### src/tpw_pkg.sv
package tpw_pkg;
    // byte register offsets
    localparam logic [3:0] OFF_CTRL_TWO = 4'h0;
    localparam logic [3:0] OFF_CTRL_ONE = 4'h1;
    localparam logic [3:0] OFF_STATUS = 4'h2;
    localparam logic [3:0] OFF_CAP1_HI = 4'h3;
    localparam logic [3:0] OFF_CAP1_LO = 4'h4;
    localparam logic [3:0] OFF_CMP1_HI = 4'h5;
    localparam logic [3:0] OFF_CMP1_LO = 4'h6;
    localparam logic [3:0] OFF_CNT_HI = 4'h7;
    localparam logic [3:0] OFF_CNT_LO = 4'h8;
    localparam logic [3:0] OFF_ACNT_HI = 4'h9;
    localparam logic [3:0] OFF_ACNT_LO = 4'ha;
    localparam logic [3:0] OFF_CAP2_HI = 4'hb;
    localparam logic [3:0] OFF_CAP2_LO = 4'hc;
    localparam logic [3:0] OFF_CMP2_HI = 4'hd;
    localparam logic [3:0] OFF_CMP2_LO = 4'he;

    // reset values and counter top
    localparam logic [7:0] RST_CTRL = 8'h00;
    localparam logic [15:0] RST_CMP = 16'h8000;
    localparam logic [15:0] RST_CNT = 16'hfffc;
    localparam logic [15:0] CNT_TOP = 16'hffff;

    // tick source selection
    localparam logic [1:0] SEL_DIV4 = 2'b00;
    localparam logic [1:0] SEL_DIV2 = 2'b01;
    localparam logic [1:0] SEL_DIV8 = 2'b10;
    localparam logic [1:0] SEL_EXT = 2'b11;

    // control one field layout, bit 7 first
    typedef struct packed {
        logic captureInterruptEnable;
        logic compareInterruptEnable;
        logic overflowInterruptEnable;
        logic forceLevelTwo;
        logic forceLevelOne;
        logic levelAfterCompareTwo;
        logic captureEdgeOne;
        logic levelAfterCompareOne;
    } tpw_ctrl_one_t;

    // control two field layout, bit 7 first
    typedef struct packed {
        logic compareOnePinEnable;
        logic compareTwoPinEnable;
        logic singlePulseSelect;
        logic pwmEnable;
        logic [1:0] timerClockSelect;
        logic captureEdgeTwo;
        logic extClockEdge;
    } tpw_ctrl_two_t;

    // register bus request
    typedef struct packed {
        logic [3:0] addr;
        logic [7:0] wrData;
        logic wrStb;
        logic rdStb;
    } tpw_bus_t;
endpackage

### src/tpw_timer.sv
// The register addresses and strobed register access are this design's own decisions.
`timescale 1ns/1ps
// Notes on behaviour
// - pwm owns compare one and compare two
// - pwm matches drive output one levels
// - high pulse spans compare two minus one
// - equal levels give a constant output
// - pwm compare two match reloads counter fffc
// - compare value is ticks minus five
// - high byte write inhibits until low
// - no compare flags while pwm runs
// - pwm compare two match sets capture flag one
// - capture one off, capture two works
// - pwm wins over single pulse select
// - wait unaffected, wake; never from halt
// - halt freezes counter and prescaler
// - halt capture edge arms, flags at exit
// - one shared gated interrupt request
// - capture enable gates both capture flags
// - compare enable gates both compare flags
// - overflow enable gates overflow flag
// - force two copies level two to pin
// - clock select picks tick source
// - flag clears after status then low access
// - pwm gives a repeating waveform
module tpw_timer (
    // clock, reset, enable
    input wire logic clk_sys,
    input wire logic nrst,
    input wire logic clkEn,
    // register port
    input wire tpw_pkg::tpw_bus_t bus,
    output logic [7:0] rdData,
    // pins
    input wire logic captureInputOne,
    input wire logic captureInputTwo,
    input wire logic extClockIn,
    output logic compareOutputOne,
    output logic compareOutputTwo,
    // core side
    input wire logic globalInterruptMask,
    input wire logic waitMode,
    input wire logic haltMode,
    output logic timerIrq,
    output logic waitWake
);
    import tpw_pkg::*;

    localparam int W_MIN = 1;
    localparam int W_MAX = 1;

    function automatic logic hit(input tpw_bus_t b, input logic [3:0] off);
        hit = (b.wrStb | b.rdStb) && (b.addr == off);
    endfunction

    function automatic logic edgeOk(input logic prv, input logic now,
                                    input logic rising);
        edgeOk = rising ? (!prv && now) : (prv && !now);
    endfunction

    ////////////////////////////////////////////////////////////////////
    tpw_ctrl_one_t ctrlOne_ff;
    tpw_ctrl_two_t ctrlTwo_ff;
    logic [15:0] cmpOne_ff, cmpTwo_ff, cnt_ff, capOne_ff, capTwo_ff;
    logic inhOne_ff, inhTwo_ff;
    logic capture_flag_one_ff, compare_flag_one_ff, tof_ff, capture_flag_two_ff, compare_flag_two_ff;
    logic [4:0] armClr_ff;
    logic [2:0] pre_ff;
    logic [2:0] syncA_ff, syncB_ff, prev_ff;
    logic [1:0] haltArm_ff;
    logic haltPrev_ff;
    logic [7:0] rdData_ff;
    logic outOne_ff, outTwo_ff, irq_ff, wake_ff;

    logic run, tick, pwmOn, opmOn, matchOne, matchTwo, haltExit;
    logic edgeOne, edgeTwo, wrLowOne, wrLowTwo;
    logic setIcf1, setOcf1, setTof, setIcf2, setOcf2;
    logic [4:0] lowAcc;
    logic [7:0] statusByte;

    // timer stops in halt, bus keeps clkEn only
    assign run = clkEn && !haltMode;
    assign pwmOn = ctrlTwo_ff.pwmEnable;
    assign opmOn = ctrlTwo_ff.singlePulseSelect && !pwmOn;
    assign haltExit = haltPrev_ff && !haltMode;
    assign statusByte = {capture_flag_one_ff, compare_flag_one_ff, tof_ff, capture_flag_two_ff, compare_flag_two_ff,
                         3'h0};

    ////////////////////////////////////////////////////////////////////
    // pin synchronisers: stage a feeds only stage b
    genvar gi;
    generate
        for (gi = 0; gi < 3; gi++) begin : g_sync
            always_ff @(posedge clk_sys or negedge nrst) begin
                if (!nrst) begin
                    syncA_ff[gi] <= 1'b0;
                    syncB_ff[gi] <= 1'b0;
                    prev_ff[gi] <= 1'b0;
                end else if (clkEn) begin
                    syncA_ff[gi] <= (gi == 0) ? captureInputOne :
                                    (gi == 1) ? captureInputTwo :
                                    extClockIn;
                    syncB_ff[gi] <= syncA_ff[gi];
                    prev_ff[gi] <= syncB_ff[gi];
                end
            end
        end
    endgenerate

    assign edgeOne = edgeOk(prev_ff[0], syncB_ff[0],
                            ctrlOne_ff.captureEdgeOne) && !pwmOn;
    assign edgeTwo = edgeOk(prev_ff[1], syncB_ff[1],
                            ctrlTwo_ff.captureEdgeTwo);

    ////////////////////////////////////////////////////////////////////
    // prescaler free runs; divide ratios share one counter
    always_ff @(posedge clk_sys or negedge nrst) begin
        if (!nrst) begin
            pre_ff <= 3'h0;
        end else if (run) begin
            pre_ff <= pre_ff + 3'h1;
        end
    end

    always_comb begin
        case (ctrlTwo_ff.timerClockSelect)
            SEL_DIV4: tick = (pre_ff[1:0] == 2'h3);
            SEL_DIV2: tick = pre_ff[0];
            SEL_DIV8: tick = (pre_ff == 3'h7);
            SEL_EXT: tick = edgeOk(prev_ff[2], syncB_ff[2],
                                   ctrlTwo_ff.extClockEdge);
            default: tick = 1'b0;
        endcase
    end

    // matches blocked while a high byte waits for its low byte
    assign matchOne = tick && (cnt_ff == cmpOne_ff) && !inhOne_ff;
    assign matchTwo = tick && (cnt_ff == cmpTwo_ff) && !inhTwo_ff;

    ////////////////////////////////////////////////////////////////////
    // free running counter; frozen in halt
    always_ff @(posedge clk_sys or negedge nrst) begin
        if (!nrst) begin
            cnt_ff <= RST_CNT;
        end else if (clkEn && bus.wrStb && bus.addr == OFF_CNT_LO) begin
            cnt_ff <= RST_CNT;
        end else if (run && tick) begin
            if (pwmOn && matchTwo) begin
                cnt_ff <= RST_CNT;
            end else begin
                cnt_ff <= cnt_ff + 16'h1;
            end
        end
    end

    ////////////////////////////////////////////////////////////////////
    // control registers
    always_ff @(posedge clk_sys or negedge nrst) begin
        if (!nrst) begin
            ctrlOne_ff <= tpw_ctrl_one_t'(RST_CTRL);
            ctrlTwo_ff <= tpw_ctrl_two_t'(RST_CTRL);
        end else if (clkEn && bus.wrStb) begin
            if (bus.addr == OFF_CTRL_ONE) begin
                ctrlOne_ff <= tpw_ctrl_one_t'(bus.wrData);
            end
            if (bus.addr == OFF_CTRL_TWO) begin
                ctrlTwo_ff <= tpw_ctrl_two_t'(bus.wrData);
            end
        end
    end

    // software writes ticks minus five; taken as stored
    assign wrLowOne = bus.wrStb && bus.addr == OFF_CMP1_LO;
    assign wrLowTwo = bus.wrStb && bus.addr == OFF_CMP2_LO;

    // compare registers with high-byte inhibit
    always_ff @(posedge clk_sys or negedge nrst) begin
        if (!nrst) begin
            cmpOne_ff <= RST_CMP;
            cmpTwo_ff <= RST_CMP;
            inhOne_ff <= 1'b0;
            inhTwo_ff <= 1'b0;
        end else if (clkEn && bus.wrStb) begin
            // inhibit set by high, freed by low
            if (bus.addr == OFF_CMP1_HI) begin
                cmpOne_ff[15:8] <= bus.wrData;
                inhOne_ff <= 1'b1;
            end
            if (wrLowOne) begin
                cmpOne_ff[7:0] <= bus.wrData;
                inhOne_ff <= 1'b0;
            end
            if (bus.addr == OFF_CMP2_HI) begin
                cmpTwo_ff[15:8] <= bus.wrData;
                inhTwo_ff <= 1'b1;
            end
            if (wrLowTwo) begin
                cmpTwo_ff[7:0] <= bus.wrData;
                inhTwo_ff <= 1'b0;
            end
        end
    end

    ////////////////////////////////////////////////////////////////////
    // halt arming of capture edges
    always_ff @(posedge clk_sys or negedge nrst) begin
        if (!nrst) begin
            haltArm_ff <= 2'h0;
            haltPrev_ff <= 1'b0;
        end else if (clkEn) begin
            haltPrev_ff <= haltMode;
            // arm on edge in halt, release at exit
            if (haltExit) begin
                haltArm_ff <= 2'h0;
            end else if (haltMode) begin
                haltArm_ff <= haltArm_ff | {edgeTwo, edgeOne};
            end
        end
    end

    // capture flag one doubles as period mark in pwm
    assign setIcf1 = (run && (edgeOne || (pwmOn && matchTwo))) ||
                     (clkEn && haltExit && haltArm_ff[0]);
    assign setIcf2 = (run && edgeTwo) ||
                     (clkEn && haltExit && haltArm_ff[1]);
    // compare flags never set in pwm
    assign setOcf1 = run && matchOne && !pwmOn && !opmOn;
    assign setOcf2 = run && matchTwo && !pwmOn;
    assign setTof = run && tick && (cnt_ff == CNT_TOP);

    // capture value registers
    always_ff @(posedge clk_sys or negedge nrst) begin
        if (!nrst) begin
            capOne_ff <= 16'h0;
            capTwo_ff <= 16'h0;
        end else begin
            // counter at halt exit is captured
            if (clkEn && haltExit && haltArm_ff[0]) begin
                capOne_ff <= cnt_ff;
            end else if (run && edgeOne) begin
                capOne_ff <= cnt_ff;
            end
            // capture two still loads in pwm
            if (clkEn && haltExit && haltArm_ff[1]) begin
                capTwo_ff <= cnt_ff;
            end else if (run && edgeTwo) begin
                capTwo_ff <= cnt_ff;
            end
        end
    end

    ////////////////////////////////////////////////////////////////////
    // low byte accesses that finish a clear, order capture_flag_one..compare_flag_two
    assign lowAcc = {hit(bus, OFF_CAP1_LO), hit(bus, OFF_CMP1_LO),
                     hit(bus, OFF_CNT_LO), hit(bus, OFF_CAP2_LO),
                     hit(bus, OFF_CMP2_LO)};

    // status read arms, low access clears, set wins
    always_ff @(posedge clk_sys or negedge nrst) begin
        if (!nrst) begin
            armClr_ff <= 5'h0;
            capture_flag_one_ff <= 1'b0;
            compare_flag_one_ff <= 1'b0;
            tof_ff <= 1'b0;
            capture_flag_two_ff <= 1'b0;
            compare_flag_two_ff <= 1'b0;
        end else if (clkEn) begin
            if (bus.rdStb && bus.addr == OFF_STATUS) begin
                armClr_ff <= statusByte[7:3];
            end else begin
                armClr_ff <= armClr_ff & ~lowAcc;
            end
            capture_flag_one_ff <= setIcf1 || (capture_flag_one_ff && !(armClr_ff[4] && lowAcc[4]));
            compare_flag_one_ff <= setOcf1 || (compare_flag_one_ff && !(armClr_ff[3] && lowAcc[3]));
            tof_ff <= setTof || (tof_ff && !(armClr_ff[2] && lowAcc[2]));
            capture_flag_two_ff <= setIcf2 || (capture_flag_two_ff && !(armClr_ff[1] && lowAcc[1]));
            compare_flag_two_ff <= setOcf2 || (compare_flag_two_ff && !(armClr_ff[0] && lowAcc[0]));
        end
    end

    ////////////////////////////////////////////////////////////////////
    // output one, idle until enabled
    always_ff @(posedge clk_sys or negedge nrst) begin
        if (!nrst) begin
            outOne_ff <= 1'b0;
        end else if (run && ctrlTwo_ff.compareOnePinEnable) begin
            if (pwmOn) begin
                if (matchTwo) begin
                    outOne_ff <= ctrlOne_ff.levelAfterCompareTwo;
                end else if (matchOne) begin
                    outOne_ff <= ctrlOne_ff.levelAfterCompareOne;
                end
            end else if (matchOne || ctrlOne_ff.forceLevelOne) begin
                outOne_ff <= ctrlOne_ff.levelAfterCompareOne;
            end
        end
    end

    // compare output two; pwm leaves it to forcing only
    always_ff @(posedge clk_sys or negedge nrst) begin
        if (!nrst) begin
            outTwo_ff <= 1'b0;
        end else if (run && ctrlTwo_ff.compareTwoPinEnable) begin
            // force copies level two without a match
            if (ctrlOne_ff.forceLevelTwo || (matchTwo && !pwmOn)) begin
                outTwo_ff <= ctrlOne_ff.levelAfterCompareTwo;
            end
        end
    end

    ////////////////////////////////////////////////////////////////////
    // shared interrupt and wake request
    always_ff @(posedge clk_sys or negedge nrst) begin
        if (!nrst) begin
            irq_ff <= 1'b0;
            wake_ff <= 1'b0;
        end else if (clkEn) begin
            irq_ff <= !globalInterruptMask && (
                (ctrlOne_ff.captureInterruptEnable && (capture_flag_one_ff || capture_flag_two_ff)) ||
                (ctrlOne_ff.compareInterruptEnable && (compare_flag_one_ff || compare_flag_two_ff)) ||
                (ctrlOne_ff.overflowInterruptEnable && tof_ff));
            wake_ff <= irq_ff && waitMode && !haltMode;
        end
    end

    ////////////////////////////////////////////////////////////////////
    // read data valid only in the cycle after the strobe
    always_ff @(posedge clk_sys or negedge nrst) begin
        if (!nrst) begin
            rdData_ff <= 8'h0;
        end else if (clkEn) begin
            rdData_ff <= 8'h0;
            if (bus.rdStb) begin
                case (bus.addr)
                    OFF_CTRL_TWO: rdData_ff <= ctrlTwo_ff;
                    OFF_CTRL_ONE: rdData_ff <= ctrlOne_ff;
                    OFF_STATUS: rdData_ff <= statusByte;
                    OFF_CAP1_HI: rdData_ff <= capOne_ff[15:8];
                    OFF_CAP1_LO: rdData_ff <= capOne_ff[7:0];
                    OFF_CMP1_HI: rdData_ff <= cmpOne_ff[15:8];
                    OFF_CMP1_LO: rdData_ff <= cmpOne_ff[7:0];
                    OFF_CNT_HI: rdData_ff <= cnt_ff[15:8];
                    OFF_CNT_LO: rdData_ff <= cnt_ff[7:0];
                    OFF_ACNT_HI: rdData_ff <= cnt_ff[15:8];
                    OFF_ACNT_LO: rdData_ff <= cnt_ff[7:0];
                    OFF_CAP2_HI: rdData_ff <= capTwo_ff[15:8];
                    OFF_CAP2_LO: rdData_ff <= capTwo_ff[7:0];
                    OFF_CMP2_HI: rdData_ff <= cmpTwo_ff[15:8];
                    OFF_CMP2_LO: rdData_ff <= cmpTwo_ff[7:0];
                    default: rdData_ff <= 8'h0;
                endcase
            end
        end
    end

    assign rdData = rdData_ff;
    assign compareOutputOne = outOne_ff;
    assign compareOutputTwo = outTwo_ff;
    assign timerIrq = irq_ff;
    assign waitWake = wake_ff;
endmodule // tpw_timer

### config.mk
export PLATFORM = sky130hd
export DESIGN_NAME = tpw_timer
export DESIGN_NICKNAME = d
export VERILOG_FILES = /design/src/tpw_pkg.sv /design/src/tpw_timer.sv
export SDC_FILE = /design/constraint.sdc
export NUM_CORES = 1
export LEC_CHECK = 0
export BUFFER_PORTS_ARGS = -buffer_cell sky130_fd_sc_hd__buf_4
export CORE_ASPECT_RATIO = 0.8
export CORE_MARGIN = 5
export CORE_UTILIZATION = 44
export DETAILED_ROUTE_END_ITERATION = 16
export SLEW_MARGIN = 20
export SYNTH_ARGS = -nofsm -noshare
export SYNTH_HDL_FRONTEND = slang
export SYNTH_SLANG_ARGS = --single-unit
### constraint.sdc
create_clock -name clk_sys -period 2 [get_ports clk_sys]
set_input_delay 0.2 -clock clk_sys [delete_from_list [all_inputs] [get_ports clk_sys]]
set_output_delay 0.2 -clock clk_sys [all_outputs]
set_load 0.03 [all_outputs]
# Word level (Yosys, flattened, before mapping)
# Index checks and enable logic that the tools add are counted.
# W data, S select, Z words.
[totals] ff_bits=135 latch_bits=0 mem_bits_rw=0 rom_bits=0 inputBits=23 n_memories=0
[classes] n_addsub=2 mul=0 div=0 order_cmp=0 n_eq_ne=23 shift=0 n_mux=24 bitwise=4 reduce_logical=110
[ops] cell="$mux W16" n=7
[ops] cell="$pmux W8 S13" n=1
[ops] cell="$logic_and A1 B1 Y1" n=57
[ops] cell="$eq A16 B16 Y1" n=2
[ops] cell="$eq A4 B4 Y1 const B" n=7
[ops] cell="$reduce_and A2 Y1" n=10
[ops] cell="$logic_not A1 Y1" n=17
[ops] cell="$add A16 B1 Y16 const B" n=1
[ops] cell="$eq A16 B16 Y1 const B" n=1
[ops] cell="$eq A4 B3 Y1 const B" n=4
[ops] cell="$logic_or A1 B1 Y1" n=14
[ops] cell="$reduce_bool A2 Y1" n=7
[ops] cell="$mux W1" n=11
[ops] cell="$eq A4 B2 Y1 const B" n=2
[ops] cell="$mux W8" n=1
[ops] cell="$eq A2 B2 Y1 const B" n=3
[ops] cell="$and A5 B5 Y5" n=1
[ops] cell="$mux W5" n=1
[ops] cell="$not A5 Y5" n=1
[ops] cell="$eq A4 B1 Y1 const B" n=1
[ops] cell="$logic_not A4 Y1" n=1
[ops] cell="$mux W2" n=2
[ops] cell="$pmux W1 S4" n=1
[ops] cell="$reduce_or A2 Y1" n=2
[ops] cell="other kinds (8)" n=8

# Depth between registers and ports, before layout
# Gate-level depths: netlist of the first run.
[logic_depth] ltp_word=11 ltp_mapped=10 depth_no_buf=8

# Least setup slack after synthesis of the first run
# OpenSTA, ideal clock, no wires.
[synth_timing] path_type="reg2reg" from="register pre_ff[0]" to="register outTwo_ff, in the netlist compareOutputTwo" setup_ps=128 arrival_time_ps=1892 required_time_ps=1872 slack_ps=-20 stages_incl_launch_ff=10 path_buffers=1 period_less_slack_ps=2020 path_cell_list="dfrtp_1 ha_1 ha_1 mux2i_1 o21ai_2 and2_1 buf_4 a41oi_1 nand3b_1 mux2_1"
[synth_between] elab_chain_len=7 word_cells_on_any_way=8 cone_classes="2 x eq/ne; 1 x mux; 5 x reduce/logical"
[synth_lines] element="from (decl)" line_no="tpw_timer.sv:68" rtl="logic [2:0] pre_ff;"
[synth_lines] element="from (signal assigned)" line_no="tpw_timer.sv:121" rtl="pre_ff <= pre_ff + 3'h1;"
[synth_lines] element="$eq A3 B3 Y1 or $eq A2 B2 Y1 (tied branches)" line_no="tpw_timer.sv:129, tpw_timer.sv:127"
[synth_lines] element="$pmux W1 S4 (*)" line_no="tpw_timer.sv:126" rtl="case (ctrlTwo_ff.timerClockSelect)"
[synth_lines] element="$logic_and A1 B1 Y1 (*) (2 in a row)" line_no="tpw_timer.sv:138" rtl="assign matchTwo = tick && (cnt_ff == cmpTwo_ff) && !inhTwo_ff;"
[synth_lines] element="$logic_and A1 B1 Y1 (*)" line_no="tpw_timer.sv:305" rtl="if (ctrlOne_ff.forceLevelTwo || (matchTwo && !pwmOn)) begin"
[synth_lines] element="$logic_or A1 B1 Y1 (*)" line_no="tpw_timer.sv:305"
[synth_lines] element="$reduce_and A2 Y1 (no source line) (*)"
[synth_lines] element="to (signal assigned)" line_no="tpw_timer.sv:306" rtl="outTwo_ff <= ctrlOne_ff.levelAfterCompareTwo;"
[synth_lines] element="to (decl)" line_no="tpw_timer.sv:73" rtl="logic outOne_ff, outTwo_ff, irq_ff, wake_ff;"
# Every way passes the cells marked *; elsewhere a longest branch is shown, timed or not.
# A chain may end at the register's enable or synchronous reset.

# Worst setup path in the final report of the first run
[layout_timing] from="register cnt_ff[9]" to="register outOne_ff, in the netlist compareOutputOne"
[layout_between] elab_chain_len=6 word_cells_on_any_way=12 cone_classes="3 x eq/ne; 2 x mux; 7 x reduce/logical"
[layout_lines] element="from (decl)" line_no="tpw_timer.sv:64" rtl="logic [15:0] cmpOne_ff, cmpTwo_ff, cnt_ff, capOne_ff, capTwo_ff;"
[layout_lines] element="from (signal assigned)" line_no="tpw_timer.sv:151" rtl="cnt_ff <= cnt_ff + 16'h1;"
[layout_lines] element="$eq A16 B16 Y1" line_no="tpw_timer.sv:137" rtl="assign matchOne = tick && (cnt_ff == cmpOne_ff) && !inhOne_ff;"
[layout_lines] element="$logic_and A1 B1 Y1 (2 in a row)" line_no="tpw_timer.sv:137"
[layout_lines] element="$logic_or A1 B1 Y1" line_no="tpw_timer.sv:293" rtl="end else if (matchOne || ctrlOne_ff.forceLevelOne) begin"
[layout_lines] element="$reduce_bool A2 Y1 (no source line)"
[layout_lines] element="$reduce_and A3 Y1 (no source line)"
[layout_lines] element="to (signal assigned)" line_no="tpw_timer.sv:289" rtl="outOne_ff <= ctrlOne_ff.levelAfterCompareTwo;"
[layout_lines] element="to (signal assigned)" line_no="tpw_timer.sv:291" rtl="outOne_ff <= ctrlOne_ff.levelAfterCompareOne;"
[layout_lines] element="to (signal assigned)" line_no="tpw_timer.sv:294" rtl="outOne_ff <= ctrlOne_ff.levelAfterCompareOne;"
[layout_lines] element="to (decl)" line_no="tpw_timer.sv:73"
# Several ways; a longest one is shown, not always the timed one.

==> results.md, run 1 <==
- Status: complete, but fails checks
- Failing checks: negative setup slack
- DR vias: 5979
- Fmax: 493 MHz
- # fillers: 1414
- Clock Skew: 8.50 ps
- Clock power share: 34.9%
- # setup viols final: 3
- Peak supply drop: 0.540 mV
- Crit path arrival time: 2320 ps
- Vias in the first global route: 5962
- Yosys Warn Count: 0
- Syn Nets: 683
- CTS Buf Count: 17
- Design Power: 9.63 mW
- XOR/XNOR Fraction of Synth Area: 4.47%
- Crit Path Class: flip-flop to flip-flop
- Root Buffer Master: clkbuf_16
- IO Port Bufs: 34
- Measured slew at the worst slew-check pin: 661 ps
- Final Critical Period: 2030 ps
- Row Count: 42
- R2r setup slk: -30 ps
- Pleak: 4.06 nW
- Maximum buffer depth of the clock tree: 2
- Crit. End Element: flip-flop
- Share of the synthesized area in the top cell type: 41.1%
- CTS clk-pin slew, worst paths: 60 ps
- Syn-to-layout area delta: 27.2%
- Worst-skew pair later-pin latency: 430 ps
- Max_slew headroom: 55.8%
- Initial antenna violation count: 0
- Most used flip-flop cell after synthesis: dfrtp_1
- Hold path startpoint: captureInputTwo
- First-pass DRT Iterations: 5
- Mapped cell area: 7240 sq um
- Power per cell area: 1050 nW/um^2
- Largest net degree at the start of global routing: 62
- Logic gate share of total power: 26.0%
- CP Max Fanout: 8
- Mean area per synthesized cell: 11.0 sq um
- Worst Path Required: 2290 ps
- Reg-to-reg endpoint: compareOutputOne
- Largest area contributor in the netlist: dfrtp_1
- WL/cell: 24.3 um
- WHS Endpoint: syncA_ff[1]
- Hold Path Stages: 2
- Hold Vio Cnt, Final: 0
- Max-cap violations: 0
- Cell-internal power: 6.69 mW
- Period utilization: 101%
- DRC: 0
- Unrepaired setup endpoints after global routing: true
- Sw frac: 30.5%
- Utilization after layout: 56.4%
- Clock Sinks: 135
- CTS tree: built
- # nets final: 788
- Flop pwr share: 39.1%
- Synth Instances: 657
- Pre-CTS setup slack: -71.3 ps
- Number of routed nets with antenna violations: 0
- Global-route wire length before repair: 36.7 mm
- Antenna diodes: 0
- Synth area leaders: dfrtp_1, mux2_2, dfstp_2, xnor2_1, nand2_1
- Fin. max-slew vios: 0
- Post-synthesis adder-cell area fraction: 0.518%
- Vias per cell: 6.01
- Placed cell areas: 8310 sq um
- H-tree levels: 4
- Synth Area in Simple Gates: 12.9%
- Gr usage total: 25.4%
- Die area: 19100 sq um
- Most frequent cell after synthesis: dfrtp_1
- R2R depth: 8
- Multiplexer share of the synthesized area: 17.3%
- Commonest cells post-synth: dfrtp_1, mux2_2, nand2_1, nor2_1, o21ai_0
- Finished Cell Area: 9210 sq um
- Yosys cell types: 71
- Chip height: 125 um
- Footprint of the multi-input gates: 3740 sq um
- Share of cells above drive strength 1: 40.5%
- Routed WL: 24.2 mm
- Compound-gate portion of the synthesized area: 13.7%
- IO Pins: 35
- Non-filler cells, final: 995
- Post-route setup slack: -26.7 ps
- Sequential share of the synthesized area: 46.9%
- Reg area: 3400 sq um
- Post-synth EDFFs: 0
- Worst r2r src: cnt_ff[9]
- Die Wd: 153 um
- RePlAce Congestion: 0.953
- Largest family of logic cells by synthesized area: multiplexers
- HPWL after DPL: 17.8 mm
- Async SR Flop Fraction: 100%
- Register bit total from synthesis: 135
- Initial Util: 44.3%
- Critical Path Source Type: flip-flop
- Grt ovf: 0
- DRT iter0 DRCs: 559
- Placed Instances: 955
- Core area: 16300 sq um
- Sw power: 2.94 mW
- Min-Delay Path Class: primary input to flip-flop
[worst max-delay path by stage]
stage,from,slack (ps),end,cells after the start
final,cnt_ff[9],-30,compareOutputOne,8
after global routing,pre_ff[1],-90,compareOutputOne,9
after global placement,cnt_ff[8],-50,cnt_ff[2],7
after detailed placement,cnt_ff[8],-70,cnt_ff[2],7
after CTS,cnt_ff[11],-20,compareOutputOne,8
after floorplan,pre_ff[0],10,compareOutputTwo,9
[metal layers]
layer | vias up | GRT usage, % | routed length (um)
met1 | 3009 | 37.5 | 11000
met3 | 45 | 7.12 | 2270
met4 | 0 | 9.24 | 678
li1 | 2646 | - | -
met2 | 279 | 35.5 | 10300
met5 | - | 0 | 0
[area by class of cell]
| cell class | count | share of cell area [%] |
|---|---|---|
| multi-input cells | 463 | 40.6 |
| flip-flops and latches | 135 | 36.9 |
| repair buffers | 136 | 12.3 |
| clock buffers | 24 | 5.23 |
| well taps | 220 | 2.99 |
| clock inverters | 8 | 1.59 |
| inverters | 9 | 0.367 |
[layout by cell type (no fill, tap or decap), drive strengths merged, types with 4 or more instances in the layout]
cell type	instances
nor2	31
bufinv	4
dfstp	16
a22oi	11
and3	4
a21o	5
buf	133
nor3	12
o21ai	27
a32oi	7
nand3b	8
dfrtp	119
clkbuf	24
and2	4
a21oi	20
nand2b	7
nor2b	8
o31ai	4
a31oi	12
nand4	16
xor2	17
nand2	41
a22o	10
nor4	7
mux2i	13
xnor2	20
mux2	100
o22a	6
inv	9
nand3	23
o2bb2ai	5
a211oi	4
[worst max-delay path, stage by stage, from the launching register on]
cell and delay (ps):
dfstp_2 560, buf_4 210, xnor2_1 150, nand4_1 140, nor3_2 190, buf_4 160, a32o_1 190, mux2i_1 190
o211ai_1 110
[state kept, by name, indices dropped and copies added, names as in the netlist, 3 cells and up]
name	cells
armClr_ff	5
cmpTwo_ff	16
syncB_ff	3
cnt_ff	16
pre_ff	3
prev_ff	3
capOne_ff	16
cmpOne_ff	16
capTwo_ff	16
rdData	8
ctrlOne_ff	8
syncA_ff	3
ctrlTwo_ff	7
[power by group through the flow]
stage | clock network [mW] | registers [mW] | logic, mW
floorplan | 0 | 3.66 | 1.38
global placement | 0 | 3.77 | 2.29
detailed placement | 0 | 3.79 | 2.34
CTS | 3.41 | 3.75 | 2.39
global route | 3.54 | 3.83 | 2.66
finish | 3.36 | 3.77 | 2.50
[per-stage QoR]
| step | TNS [ps] | hold WS [ps] |
|---|---|---|
| 5_1_grt | -625 | 13.3 |
| 2_1_floorplan | 0 | -95.6 |
| 6_report | -53.6 | 16.0 |
| 4_1_cts | -43.9 | 2.80 |
| 3_3_place_gp | -108 | 243 |
| 3_5_place_dp | -530 | 245 |
[cells by family after synthesis]
family / after synthesis
compound gates: 139
buf+inv: 60
flops: 135
fa+ha+maj: 3
mux: 113
xor+xnor: 37
simple gates: 170
[repair_timing]
item | in CTS | in global routing
pin swaps | 2 | 13
gates resized for setup | 12 | 27
endpoints found under the setup margin | 14 | 15
gates cloned | 0 | 1
buffers inserted | 0 | 4
endpoints found under the hold margin | 49 | 0
hold buffers | 3 | 0
Power figures use the tool's default switching activity.
==> run 2, diff against run 1 <==
--- a/config.mk
+++ b/config.mk
@@ -8,7 +8,7 @@
 export BUFFER_PORTS_ARGS = -buffer_cell sky130_fd_sc_hd__buf_4
 export CORE_ASPECT_RATIO = 0.8
 export CORE_MARGIN = 5
-export CORE_UTILIZATION = 44
+export CORE_UTILIZATION = 35
 export DETAILED_ROUTE_END_ITERATION = 16
 export SLEW_MARGIN = 20
 export SYNTH_ARGS = -nofsm -noshare
==> results.md, run 2 (synthesis results as in run 1) <==
- Status: complete, but fails checks
- Failing checks: negative setup slack
- Period utilization: 104% (+2.3 points)
- Max_slew headroom: 59.0% (+3.2 points)
- Row Count: 47 (+12%)
- Worst r2r src: cnt_ff[11]
- Crit path arrival time: 2380 ps (+60 ps)
- Die area: 23700 sq um (+24%)
- Antenna diodes: 0 (unchanged)
- Initial Util: 35.3% (-9.0 points)
- CTS clk-pin slew, worst paths: 60 ps (about the same)
- Routed WL: 24.3 mm (+0.25%)
- Slowest Stage Delay on Critical Path: 550 ps (about the same)
- Core area: 20500 sq um (+26%)
- Global-route wire length before repair: 36.8 mm (+0.47%)
- HPWL after DPL: 17.9 mm (+0.96%)
- # fillers: 1922 (+36%)
- Pleak: 3.96 nW (-2.5%)
- Measured slew at the worst slew-check pin: 614 ps (-47.2 ps)
- Grt ovf: 0 (unchanged)
- Worst-path cell chain: xor2_1 > nor4_2 > and4_4 > a41oi_2 > nand3b_1 > mux2_4
- Met2 Resource Use GR: 27.8% (-7.7 points)
- CTS tree: built
- Critical Path Start: cnt_ff[11]
- CP Max Fanout: 4 (-4)
- Power per cell area: 1050 nW/um^2 (+0.13%)
- Max-cap violations: 0 (unchanged)
- IO Pins: 35 (unchanged)
- Critical-path top delay cell: dfstp_2
- Largest net degree at the start of global routing: 43 (-31%)
- Met1 usage: 32.3% (-5.2 points)
- Post-route setup slack: -72.9 ps (-46.3 ps)
- CTS Buf Count: 17 (unchanged)
- Clock Skew: 11.9 ps (+3.41 ps)
- Hold_ws: 30.0 ps (+14.0 ps)
- Die Wd: 171 um (+11%)
- Vias in the first global route: 5851 (-1.9%)
- Crit. End Element: flip-flop
- First-pass DRT Iterations: 5 (unchanged)
- DRT iter0 DRCs: 721 (+29%)
- Initial antenna violation count: 0 (unchanged)
- Chip height: 139 um (+11%)
- Fmax: 482 MHz (-2.2%)
- Met3 Usage GRT: 6.41% (-0.71 points)
- Gr usage total: 20.6% (-4.8 points)
- Share of cells above drive strength 1: 39.5% (-1.0 points)
- Root Buffer Master: clkbuf_16
- TNS Setup: -170 ps (-116 ps)
- Final Critical Period: 2070 ps (+46.3 ps)
- Number of routed nets with antenna violations: 0 (unchanged)
- DR vias: 5927 (-0.87%)
- Global route hottest layer: met1
- Worst Path Required: 2310 ps (+20 ps)
- Min-Delay Path Class: primary input to flip-flop
- DRC: 0 (unchanged)
- Reg area: 3400 sq um (unchanged)
- RePlAce Congestion: 0.990 (+3.9%)
- Worst-skew pair later-pin latency: 430 ps (about the same)
- Hold Vio Cnt, Final: 0 (unchanged)
- Syn-to-layout area delta: 26.3%
- H-tree levels: 4 (unchanged)
- Critical Path Source Type: flip-flop
- Fin. max-slew vios: 0 (unchanged)
- # setup viols final: 6 (+3)
- # nets final: 776 (-1.5%)
- Footprint of the multi-input gates: 3690 sq um (-1.5%)
- WL/cell: 23.5 um (-3.3%)
- Post-CTS Repair Setup Buffers: 0 (unchanged)
- Unrepaired setup endpoints after global routing: true
- Hold path startpoint: waitMode
- Commonest non-fill, non-tap cells in the layout: dfrtp_1, buf_4, mux2_2
- IO Port Bufs: 34 (unchanged)
- Crit Path Class: flip-flop to flip-flop
- Vias per cell: 5.75 (-4.3%)
- Maximum buffer depth of the clock tree: 2 (unchanged)
- Most common cell after layout, fill and taps aside: dfrtp_1
- Peak supply drop: 0.553 mV (+2.5%)
- Clock Sinks: 135 (unchanged)
run 2: per-layer routing:
layer	part of all wire (%)	wire [um]
met2	42	10100
met1	48	11600
met5	0	0
met4	1.2	280
met3	9.2	2220
run 2: final cells by class:
type                            count  share of cell area, %
Timing Repair Buffer              125                   11.6
Clock buffer                       19                   4.95
Sequential cell                   135                   37.1
Tap cell                          269                   3.68
Clock inverter                     12                   1.90
Inverter                            9                  0.369
Multi-Input combinational cell    462                   40.3
run 2: final timing paths:
check / to / slack [ps] / cells after the start
max in group asynchronous: cmpOne_ff[15] / 1090 / 3
min in group asynchronous: capTwo_ff[4] / 260 / 2
min reg2reg: rdData[0] / 490 / 1
min: waitWake / 30 / 2
max reg2reg: compareOutputTwo / -70 / 6
max: compareOutputTwo / -70 / 6
run 2: through the flow:
stage / worst slack (ps) / power [mW] / cell area, sq um / cells / utilization [%]
6_report: -72.9 / 9.58 / 9150 / 1031 / 44.6
5_1_grt: -89.9 / 9.95 / 9150 / 1031 / 44.6
4_1_cts: -40.8 / 9.52 / 9020 / 1031 / 43.9
3_5_place_dp: -161 / 6.11 / 8330 / 996 / 40.6
3_3_place_gp: -115 / 6.05 / 8330 / 996 / 40.6
2_1_floorplan: 14.9 / 5.04 / 7250 / 657 / -
run 2: worst max-delay path: cells and delay by family, from the launching register on:
kind             cells  cell delay, ps
XOR/XNOR             1              90
multiplexers         1             310
AO/OA/AOI/OAI        1             130
flip-flops           1             550
AND/OR/NAND/NOR      3             870
run 2: timing repair:
item | CTS | global route
gates cloned | 0 | 0
pin swaps | 2 | 13
endpoints found under the setup margin | 14 | 20
hold buffers | 4 | 0
endpoints found under the hold margin | 40 | 0
gates resized for setup | 4 | 25
run 2: report_power, final:
group	internal, mW	switching, mW
logic	1.16	1.24
clock network	2.14	1.25
registers	3.30	0.496
